### src/rtl/ssr_pkg.sv
// Purpose: shared constants and types of the standstill release monitor
// Assumes: 250 MHz system clock, 32-bit APB register bus
// Notes: frequencies are in 0.01 Hz units, hysteresis in whole percent
package ssr_pkg;
	localparam longint unsigned CLK_HZ = 250_000_000;
	localparam longint unsigned T_DEB_SHORT_MS = 100;
	localparam longint unsigned T_DEB_LONG_MS = 350;
	localparam longint unsigned T_PULSE_MAX_S = 30;
	localparam longint unsigned T_BLINK_HALF_MS = 500;
	localparam longint unsigned T_OVR_LIMIT_S = 1;
	localparam longint unsigned DEB_SHORT_CYC = CLK_HZ * T_DEB_SHORT_MS / 1000;
	localparam longint unsigned DEB_LONG_CYC = CLK_HZ * T_DEB_LONG_MS / 1000;
	localparam longint unsigned PULSE_MAX_CYC = CLK_HZ * T_PULSE_MAX_S;
	localparam longint unsigned BLINK_HALF_CYC = CLK_HZ * T_BLINK_HALF_MS / 1000;
	localparam longint unsigned OVR_LIMIT_CYC = CLK_HZ * T_OVR_LIMIT_S;
	localparam int CNT_W = 34;
	localparam int FREQ_W = 20;
	localparam int FMAX_W = 14;
	localparam int HYST_W = 7;
	localparam int CMP_W = 28;
	localparam logic [7:0] ADDR_CTRL = 8'h00;
	localparam logic [7:0] ADDR_FMAX = 8'h04;
	localparam logic [7:0] ADDR_HYST = 8'h08;
	localparam logic [7:0] ADDR_STATUS = 8'h0C;
	localparam int CTRL_MANUAL = 0;
	localparam int CTRL_USE_RESET = 1;
	localparam int CTRL_OVR_LO = 2;
	localparam int CTRL_LIMIT_EN = 4;
	localparam int CTRL_DEB_LONG = 5;
	localparam int CTRL_W = 6;
	localparam logic [CTRL_W-1:0] CTRL_RESET = 6'h13;
	localparam logic [FMAX_W-1:0] FMAX_RESET = 14'h0064;
	localparam logic [FMAX_W-1:0] FMAX_LOW = 14'h000A;
	localparam logic [FMAX_W-1:0] FMAX_HIGH = 14'h26AC;
	localparam logic [HYST_W-1:0] HYST_RESET = 7'h0A;
	localparam logic [HYST_W-1:0] HYST_HIGH = 7'h32;
	localparam logic [HYST_W-1:0] PCT_FULL = 7'h64;
	localparam int ST_REL = 0;
	localparam int ST_RST_REQ = 1;
	localparam int ST_RES_REQ = 2;
	localparam int ST_OVR = 3;
	localparam int ST_ERR_LO = 4;
	localparam int ST_VIB = 7;
	localparam int ST_PHASE = 8;
	localparam int ST_STATE_LO = 9;
	typedef enum logic [1:0] {
		ST_BLOCKED = 2'b00,
		ST_WAIT = 2'b01,
		ST_RELEASED = 2'b10
	} ssr_state_t;
	typedef enum logic [1:0] {
		OVR_OFF = 2'b00,
		OVR_COND = 2'b01,
		OVR_UNCOND = 2'b10
	} ssr_ovr_mode_t;
	typedef struct packed {
		logic cutoff;
		logic sensor;
		logic disc;
	} ssr_err_t;
endpackage

### src/rtl/ssr_monitor.sv
// Purpose: standstill release monitor with restart lock, error reset and override
// Assumes: frequency and error events come from same-clock logic; pins are asynchronous
// Notes: registers on APB, one wait state per access
// How it works
// - override input counts as asserted while high
// - outside override, release low while any error or no valid frequency sample
// - restart request blinks 1 Hz while manual restart is awaited
// - separate latched outputs for cut-off, sensor and discrepancy errors
// - withdraw release at f >= fmax, grant again only below fmin
// - fmax set from 0.1 Hz to 99 Hz in 0.01 Hz steps
// - hysteresis selectable from 0 to 50 percent
// - over-threshold check acts on every frequency sample within one cycle
// - outside override, manual mode never raises release before a valid restart pulse
// - restart request stays until low-high-low pulse, release on falling edge
// - automatic mode releases at once, restart pin and request unused
// - error without override forces release low, override keeps it high
// - reset request blinks 1 Hz after error until reset pulse falls
// - reset during override clears only errors and reset request
// - reset without override returns block to power-up state
// - conditional override starts on rising edge only while released
// - unconditional override starts on every rising edge
// - optional 1 s time limit forcibly ends the override
// - a level already high at start-up never starts override
// - override end clears errors then re-evaluates release
// - no new restart lock during override, confirmations survive it
// - errors latch until reset or override end, warnings follow cause
`timescale 1ns/1ps

module ssr_pulse_chk #(
	parameter longint unsigned MAX_CYC = 1
) (
	input wire logic clk_sys,
	input wire logic rst_n,
	input wire logic level,
	input wire logic [ssr_pkg::CNT_W-1:0] deb_cyc,
	output logic pulse
);
	import ssr_pkg::*;
	logic prev;
	logic [CNT_W-1:0] cnt;
	wire logic fell = prev & ~level;
	// saturate so a stuck-high pin can never wrap into a valid length
	wire logic sat = (cnt == {CNT_W{1'b1}});
	wire logic len_ok = (cnt > deb_cyc) && (cnt <= CNT_W'(MAX_CYC));

	always_ff @(posedge clk_sys or negedge rst_n) begin
		if (!rst_n) begin
			prev <= 1'b0;
			cnt <= '0;
			pulse <= 1'b0;
		end else begin
			prev <= level;
			cnt <= level ? (sat ? cnt : cnt + 1'b1) : '0;
			pulse <= fell & len_ok;
		end
	end
endmodule // ssr_pulse_chk

module ssr_monitor #(
	parameter longint unsigned DEB_SHORT = ssr_pkg::DEB_SHORT_CYC,
	parameter longint unsigned DEB_LONG = ssr_pkg::DEB_LONG_CYC,
	parameter longint unsigned PULSE_MAX = ssr_pkg::PULSE_MAX_CYC,
	parameter longint unsigned BLINK_HALF = ssr_pkg::BLINK_HALF_CYC,
	parameter longint unsigned OVR_LIMIT = ssr_pkg::OVR_LIMIT_CYC
) (
	input wire logic clk_sys,
	input wire logic rst_n,
	input wire logic psel,
	input wire logic penable,
	input wire logic pwrite,
	input wire logic [7:0] paddr,
	input wire logic [31:0] pwdata,
	output logic [31:0] prdata,
	output logic pready,
	output logic pslverr,
	input wire logic [ssr_pkg::FREQ_W-1:0] freq_meas,
	input wire logic freq_valid,
	input wire ssr_pkg::ssr_err_t err_evt,
	input wire logic warn_vib_in,
	input wire logic warn_phase_in,
	input wire logic restart_pin,
	input wire logic reset_pin,
	input wire logic override_pin,
	output logic release_out,
	output logic restart_req,
	output logic reset_req,
	output ssr_pkg::ssr_err_t err_flags,
	output logic warn_vib,
	output logic warn_phase,
	output logic override_active
);
	import ssr_pkg::*;

	logic [CTRL_W-1:0] ctrl;
	logic [FMAX_W-1:0] fmax;
	logic [HYST_W-1:0] hyst;
	ssr_state_t state;
	ssr_state_t next_state;
	logic restart_ok;
	logic [1:0] rs_sync, rt_sync, ov_sync;
	logic ov_prev;
	logic [CNT_W-1:0] blink_cnt;
	logic blink_ph;
	logic [CNT_W-1:0] ovr_cnt;
	logic restart_pulse, reset_pulse;

	// configuration fields
	wire logic manual = ctrl[CTRL_MANUAL];
	wire logic use_reset = ctrl[CTRL_USE_RESET];
	wire logic [1:0] ovr_mode = ctrl[CTRL_OVR_LO +: 2];
	wire logic lim_en = ctrl[CTRL_LIMIT_EN];
	wire logic [CNT_W-1:0] deb_cyc = ctrl[CTRL_DEB_LONG] ? CNT_W'(DEB_LONG) : CNT_W'(DEB_SHORT);

	// threshold compare, fmin scaled by 100 to avoid a divider
	wire logic [CMP_W-1:0] f_x100 = CMP_W'(freq_meas) * CMP_W'(PCT_FULL);
	wire logic [CMP_W-1:0] fmin_x100 = CMP_W'(fmax) * CMP_W'(PCT_FULL - hyst);
	wire logic below_min = freq_valid & (f_x100 < fmin_x100);
	wire logic at_max = ~freq_valid | (CMP_W'(freq_meas) >= CMP_W'(fmax));

	// error latching and clear sources
	wire logic [2:0] err_v = err_flags;
	wire logic [2:0] evt_v = err_evt;
	wire logic err_any = |err_v;
	wire logic ov_rise = ov_sync[1] & ~ov_prev;
	wire logic ov_fall = ~ov_sync[1] & ov_prev;
	wire logic lim_hit = lim_en & (ovr_cnt == CNT_W'(OVR_LIMIT - 1));
	wire logic ovr_start = ov_rise & ~override_active
		& ((ovr_mode == OVR_UNCOND) | ((ovr_mode == OVR_COND) & release_out));
	wire logic ovr_end = override_active
		& (ov_fall | lim_hit | (ovr_mode == OVR_OFF) | (ovr_mode == 2'b11));
	wire logic rst_take = reset_pulse & use_reset;
	wire logic full_init = rst_take & ~override_active;
	wire logic err_clr = rst_take | ovr_end;
	// a new event wins over a clear in the same cycle
	wire logic [2:0] next_err = evt_v | (err_v & ~{3{err_clr}});

	// release path
	wire logic rel_ok = (state == ST_RELEASED) & ~err_any & ~at_max;
	wire logic next_release = override_active | rel_ok;

	always_comb begin
		next_state = state;
		unique case (state)
			ST_BLOCKED: begin
				// during override no new lock is armed; a prior confirmation still counts
				if (below_min & ~err_any & ~override_active) begin
					if (~manual | restart_ok) begin
						next_state = ST_RELEASED;
					end else begin
						next_state = ST_WAIT;
					end
				end
			end
			ST_WAIT: begin
				if (~manual) begin
					next_state = ST_BLOCKED;
				end else if (restart_pulse & ~at_max & ~err_any) begin
					next_state = ST_RELEASED;
				end else if (at_max | err_any) begin
					next_state = ST_BLOCKED;
				end
			end
			ST_RELEASED: begin
				if (at_max | err_any) begin
					next_state = ST_BLOCKED;
				end
			end
			default: begin
				next_state = ST_BLOCKED;
			end
		endcase
	end

	// pin synchronisers; override idles high so a high level at start-up is no edge
	always_ff @(posedge clk_sys or negedge rst_n) begin
		if (!rst_n) begin
			rs_sync <= 2'b00;
			rt_sync <= 2'b00;
			ov_sync <= 2'b11;
			ov_prev <= 1'b1;
		end else begin
			rs_sync <= {rs_sync[0], restart_pin};
			rt_sync <= {rt_sync[0], reset_pin};
			ov_sync <= {ov_sync[0], override_pin};
			ov_prev <= ov_sync[1];
		end
	end

	ssr_pulse_chk #(.MAX_CYC(PULSE_MAX)) u_restart_chk (
		.clk_sys(clk_sys),
		.rst_n(rst_n),
		.level(rs_sync[1]),
		.deb_cyc(deb_cyc),
		.pulse(restart_pulse)
	);

	ssr_pulse_chk #(.MAX_CYC(PULSE_MAX)) u_reset_chk (
		.clk_sys(clk_sys),
		.rst_n(rst_n),
		.level(rt_sync[1]),
		.deb_cyc(deb_cyc),
		.pulse(reset_pulse)
	);

	// 1 Hz blink shared by both request indicators
	always_ff @(posedge clk_sys or negedge rst_n) begin
		if (!rst_n) begin
			blink_cnt <= '0;
			blink_ph <= 1'b1;
		end else if (blink_cnt == CNT_W'(BLINK_HALF - 1)) begin
			blink_cnt <= '0;
			blink_ph <= ~blink_ph;
		end else begin
			blink_cnt <= blink_cnt + 1'b1;
		end
	end

	always_ff @(posedge clk_sys or negedge rst_n) begin
		if (!rst_n) begin
			override_active <= 1'b0;
			ovr_cnt <= '0;
		end else if (ovr_start) begin
			override_active <= 1'b1;
			ovr_cnt <= '0;
		end else if (ovr_end) begin
			override_active <= 1'b0;
			ovr_cnt <= '0;
		end else if (override_active) begin
			ovr_cnt <= ovr_cnt + 1'b1;
		end
	end

	always_ff @(posedge clk_sys or negedge rst_n) begin
		if (!rst_n) begin
			state <= ST_BLOCKED;
			restart_ok <= 1'b0;
			err_flags <= '0;
		end else if (full_init) begin
			state <= ST_BLOCKED;
			restart_ok <= 1'b0;
			err_flags <= ssr_err_t'(evt_v);
		end else begin
			state <= next_state;
			err_flags <= ssr_err_t'(next_err);
			if (restart_pulse & manual & (state == ST_WAIT)) begin
				restart_ok <= 1'b1;
			end else if ((state == ST_RELEASED) & (next_state == ST_BLOCKED)
				& ~override_active) begin
				restart_ok <= 1'b0;
			end
		end
	end

	always_ff @(posedge clk_sys or negedge rst_n) begin
		if (!rst_n) begin
			release_out <= 1'b0;
			restart_req <= 1'b0;
			reset_req <= 1'b0;
			warn_vib <= 1'b0;
			warn_phase <= 1'b0;
		end else begin
			release_out <= next_release;
			restart_req <= manual & (state == ST_WAIT) & blink_ph;
			reset_req <= use_reset & err_any & ~err_clr & blink_ph;
			warn_vib <= warn_vib_in;
			warn_phase <= warn_phase_in;
		end
	end

	// APB slave: one wait state, write lands at the completing edge
	wire logic acc = psel & penable & ~pready;
	wire logic done = psel & penable & pready;
	wire logic hit_ctrl = (paddr == ADDR_CTRL);
	wire logic hit_fmax = (paddr == ADDR_FMAX);
	wire logic hit_hyst = (paddr == ADDR_HYST);
	wire logic hit_stat = (paddr == ADDR_STATUS);
	wire logic hit_any = hit_ctrl | hit_fmax | hit_hyst | hit_stat;
	wire logic wr_bad = pwrite & hit_stat;
	// out-of-range settings are clamped rather than refused
	wire logic [FMAX_W-1:0] wr_fmax = (pwdata[FMAX_W-1:0] < FMAX_LOW) ? FMAX_LOW
		: (pwdata[FMAX_W-1:0] > FMAX_HIGH) ? FMAX_HIGH : pwdata[FMAX_W-1:0];
	wire logic [HYST_W-1:0] wr_hyst = (pwdata[HYST_W-1:0] > HYST_HIGH) ? HYST_HIGH
		: pwdata[HYST_W-1:0];
	wire logic [31:0] status_word = 32'(release_out) << ST_REL
		| 32'(state == ST_WAIT) << ST_RST_REQ
		| 32'(err_any) << ST_RES_REQ
		| 32'(override_active) << ST_OVR
		| 32'(err_v) << ST_ERR_LO
		| 32'(warn_vib) << ST_VIB
		| 32'(warn_phase) << ST_PHASE
		| 32'(state) << ST_STATE_LO;
	wire logic [31:0] rd_word = hit_ctrl ? 32'(ctrl) : hit_fmax ? 32'(fmax)
		: hit_hyst ? 32'(hyst) : hit_stat ? status_word : 32'h0000_0000;

	always_ff @(posedge clk_sys or negedge rst_n) begin
		if (!rst_n) begin
			pready <= 1'b0;
			pslverr <= 1'b0;
			prdata <= 32'h0000_0000;
		end else begin
			pready <= acc;
			pslverr <= acc & (~hit_any | wr_bad);
			prdata <= (acc & ~pwrite) ? rd_word : 32'h0000_0000;
		end
	end

	always_ff @(posedge clk_sys or negedge rst_n) begin
		if (!rst_n) begin
			ctrl <= CTRL_RESET;
			fmax <= FMAX_RESET;
			hyst <= HYST_RESET;
		end else if (done & pwrite) begin
			if (hit_ctrl) begin
				ctrl <= pwdata[CTRL_W-1:0];
			end
			if (hit_fmax) begin
				fmax <= wr_fmax;
			end
			if (hit_hyst) begin
				hyst <= wr_hyst;
			end
		end
	end
endmodule // ssr_monitor

### config.mk
export PLATFORM = sky130hd
export DESIGN_NAME = ssr_monitor
export DESIGN_NICKNAME = d
export VERILOG_FILES = /design/src/rtl/ssr_pkg.sv /design/src/rtl/ssr_monitor.sv
export SDC_FILE = /design/constraint.sdc
export NUM_CORES = 1
export LEC_CHECK = 0
export BUFFER_PORTS_ARGS = -buffer_cell sky130_fd_sc_hd__buf_4
export CORE_UTILIZATION = 60
export DETAILED_ROUTE_END_ITERATION = 16
export PLACE_DENSITY = 0.79
export REMOVE_ABC_BUFFERS = 1
export SLEW_MARGIN = 40
export SYNTH_ARGS = -nofsm -noshare
export SYNTH_HDL_FRONTEND = slang
export SYNTH_SLANG_ARGS = --single-unit
### constraint.sdc
create_clock -name clk_sys -period 11.5 [get_ports clk_sys]
set_clock_uncertainty 0.05 [all_clocks]
set_input_delay 2.3 -clock clk_sys [delete_from_list [all_inputs] [get_ports clk_sys]]
set_output_delay 2.3 -clock clk_sys [all_outputs]
set_load 0.005 [all_outputs]
==> impl_results.md <==
- Synthesis Warnings: 0
- Largest area contributor in the netlist: dfrtp_1
- Met3 Routed Length: roughly 2400 µm
- Initial DRC count: between 1000 and 1500
- Rel. slew slack: a little over two fifths
- Setup TNS: 0 ns
- Area taken by multi-input logic gates: between 10000 and 15000 µm²
- Wire length per cell: roughly 16 µm
- Post-CTS sizing: 0
- TritonCTS clock tree: yes
- Die Wd: approximately 170 µm
- Sequential fraction of the synthesis area: a little under 30%
- RSZ-0062 raised after global routing: false
- Ant diodes: 0
- Vias/cell: slightly below 6
- Port bufs: 80
- Router iterations before antenna repair: 5
- Avg Cell Area, Syn: between 8 and 9 µm²
- Post-layout util: roughly 67%
- Overflow after GRT: 0
- Worst path max stage delay: 0.54 ns
- Initial antenna violation count: 0
- CTS sink count: approximately 200
- Hold Vio Cnt, Final: 0
- Top sig layer: met4
- Syn Std Cell Area: approximately 17000 µm²
- Vias in the first global route: 13550
- Hold Path Class: reg -> reg
- Leakage power: approximately 9.4 nW
- Startpoint Class: flip-flop
- Asr flop ratio synth: 100.0%
- Buffers & Inverters on Critical Path: 6
- Filler cell count: 2234
- Die Y: 171.4 µm
- Most common cell in the netlist: inv_1
- CTS clk-pin slew, worst paths: 0.06 ns
- FF+latch count, synth: around 200
- Setup violations, final: 0
- Placer Congestion: a little over 0.9
- Root buf cell: clkbuf_16
- Yosys cell types: 71
- Detailed Place HPWL: around 30000 µm
- Most frequent CP cell: inv_1
- EDFF count, synth: 0
- Max Fclk: around 0.11 GHz
- Largest cells by area after synthesis: dfrtp_1 (28%), ha_1 (14%), fa_1 (10%)
- Initial Util: roughly three fifths
- Die Area: 29360 µm²
- Worst Path Max Fanout: 15
- Clock tree buffer depth: 3
- Critical Path End Type: flip-flop
- Worst hold slack: approximately 0.30 ns
- Clock latency at the later pin of the worst-skew pair: roughly 0.50 ns
- Vias: ~14000
- CTS Hold Bufs: 0
- M1 WL: 16860 µm
- Final Max Tran Viols: 0
- Commonest register cell after synthesis: dfrtp_1
- CTS Buf Count: 21
- Pin count of the biggest net entering global routing: around 120
- Core Area: 28010 µm²
- WL met2: roughly 19000 µm
- CP max-delay cell: fa_1
- Crit share post-route: 76.95%
- IO Count: around 120
- Run status: finished, final reports clean
- Cell Pwr Density: 101.6 nW/µm²
- Max_cap viols: 0
- Antenna viol nets, final: 0
- Global Route Usage Sum: between 20 and 30%
- WP data required: approximately 12 ns
- Area grow syn2layout: 9.372%
- Fin crit period: approximately 8.8 ns
- First-pass GRT wire length: 65140 µm
- Setup Crit Path Kind: reg -> reg
- DP Worst Slack: ~2.7 ns
- Worst slew pin tran: approximately 0.84 ns
- Maximum vdd drop: 0.1047 mV
- Num rows: 61
- Arrival @ worst endpoint: 9.20 ns
- Sequential Area: between 5000 and 6000 µm²
- Layout cells sized above 1: around 8%
- Post-Syn Instances: between 1500 and 2000
- Fin nets: 2349
- Final worst slack: 2.651 ns
- Post-CTS setup buffers: 0
- Top cell type's share of synthesized area: approximately 28%
- CTS HTree Levels: 1
- DRC viols: 0
- Delay-heaviest family, CP: adder cells
- Post-synth top cells: inv_1 (239), nor2_1 (211), dfrtp_1 (191)
- WL final: roughly 39000 µm
report_power, final:
part,total [mW],internal [mW],switching [mW]
sequential,0.725,0.720,0.00563
combinational,0.518,0.228,0.289
clock,0.669,0.389,0.280
worst reg2reg max path: cells and delay by family (launching register included):
kind                     cells  cell delay (ns)
buffers and inverters        6             0.77
AND/OR/NAND/NOR              8             1.29
adder cells (fa/ha/maj)      7             3.03
flip-flops                   1             0.42
AO/OA/AOI/OAI               11             2.50
XOR/XNOR                     2             0.72
area by class of cell:
cell class / count / share of cell area (%)
Timing Repair Buffer: 86 / 3.556
Multi-Input combinational cell: 1448 / 58.53
Inverter: 239 / 4.766
Clock inverter: 8 / 0.3656
Tap cell: 378 / 2.513
Sequential cell: 203 / 27.07
Clock buffer: 28 / 3.197
state kept, by name, indices dropped and copies added (netlist names), 2 cells and up:
name	cells
rs_sync	2
prdata	14
blink_cnt	34
ov_sync	2
fmax	14
u_reset_chk.cnt	34
ctrl	6
ovr_cnt	34
rt_sync	2
state	2
hyst	7
err_flags	3
u_restart_chk.cnt	34
layout by cell type, fill, tap and decap left out, types with 8 or more instances in the layout:
cell | netlist | layout
inv_1 | 239 | 237
nor2_1 | 211 | 210
dfrtp_1 | 191 | 191
ha_1 | 188 | 188
nand2_1 | 128 | 128
nand3_1 | 98 | 98
fa_1 | 88 | 88
o21ai_0 | 85 | 85
buf_4 | 18 | 84
xor2_1 | 68 | 65
xnor2_1 | 61 | 61
and2_1 | 59 | 58
a21oi_1 | 57 | 56
and3_1 | 49 | 49
nor3_1 | 37 | 36
nand4_1 | 35 | 35
a21o_1 | 27 | 27
o31ai_1 | 23 | 23
clkbuf_16 | 0 | 22
nor4_1 | 20 | 20
conb_1 | 1 | 18
mux2i_1 | 17 | 17
nor2b_1 | 14 | 14
nand2b_1 | 14 | 14
or3_1 | 12 | 12
a31oi_1 | 12 | 12
dfstp_2 | 12 | 12
and4_1 | 11 | 11
nor4b_1 | 9 | 9
o21a_1 | 9 | 9
a221oi_1 | 8 | 8
final timing paths:
path / start / end / slack, ns / depth (start not counted)
setup / recovery: hyst[0]$_DFFE_PN0P_ / state[1]$_DFF_PN0_ / 2.65 / 34
hold / removal: rs_sync[0]$_DFF_PN0_ / rs_sync[1]$_DFF_PN0_ / 0.30 / 0
setup reg to reg: hyst[0]$_DFFE_PN0P_ / state[1]$_DFF_PN0_ / 2.65 / 34
hold reg to reg: rs_sync[0]$_DFF_PN0_ / rs_sync[1]$_DFF_PN0_ / 0.30 / 0
max in group asynchronous: rst_n / u_restart_chk.cnt[5]$_DFFE_PN0P_ / 8.50 / 2
min in group asynchronous: rst_n / ovr_cnt[29]$_DFFE_PN0P_ / 1.75 / 1
per-stage QoR:
stage	std cells	total power [mW]	instance area [µm²]
floorplan	1890	1.123	16970
global placement	2354	1.235	18100
detailed placement	2354	1.251	18150
CTS	2390	1.922	18820
global route	2390	2.035	18820
finish	2390	1.912	18820
cell families (layout without fill, tap and decap cells):
| group | Yosys count | in the layout | share of synthesized area (%) |
|---|---|---|---|
| other | 1 | 18 | 0.02179 |
| adder cells (fa/ha/maj) | 276 | 276 | 23.91 |
| AO/OA/AOI/OAI | 277 | 277 | 10.33 |
| buffers and inverters | 300 | 361 | 6.951 |
| multiplexers | 24 | 24 | 1.447 |
| XOR/XNOR | 129 | 129 | 6.565 |
| flip-flops | 203 | 203 | 29.61 |
| AND/OR/NAND/NOR | 724 | 724 | 21.17 |
per-layer routing:
metal	global-route usage, %	vias up
li1	-	6675
met4	8.734	0
met1	36.72	6786
met3	3.497	85
met5	0	-
met2	45.86	439
(Power assumes the default switching activity.)
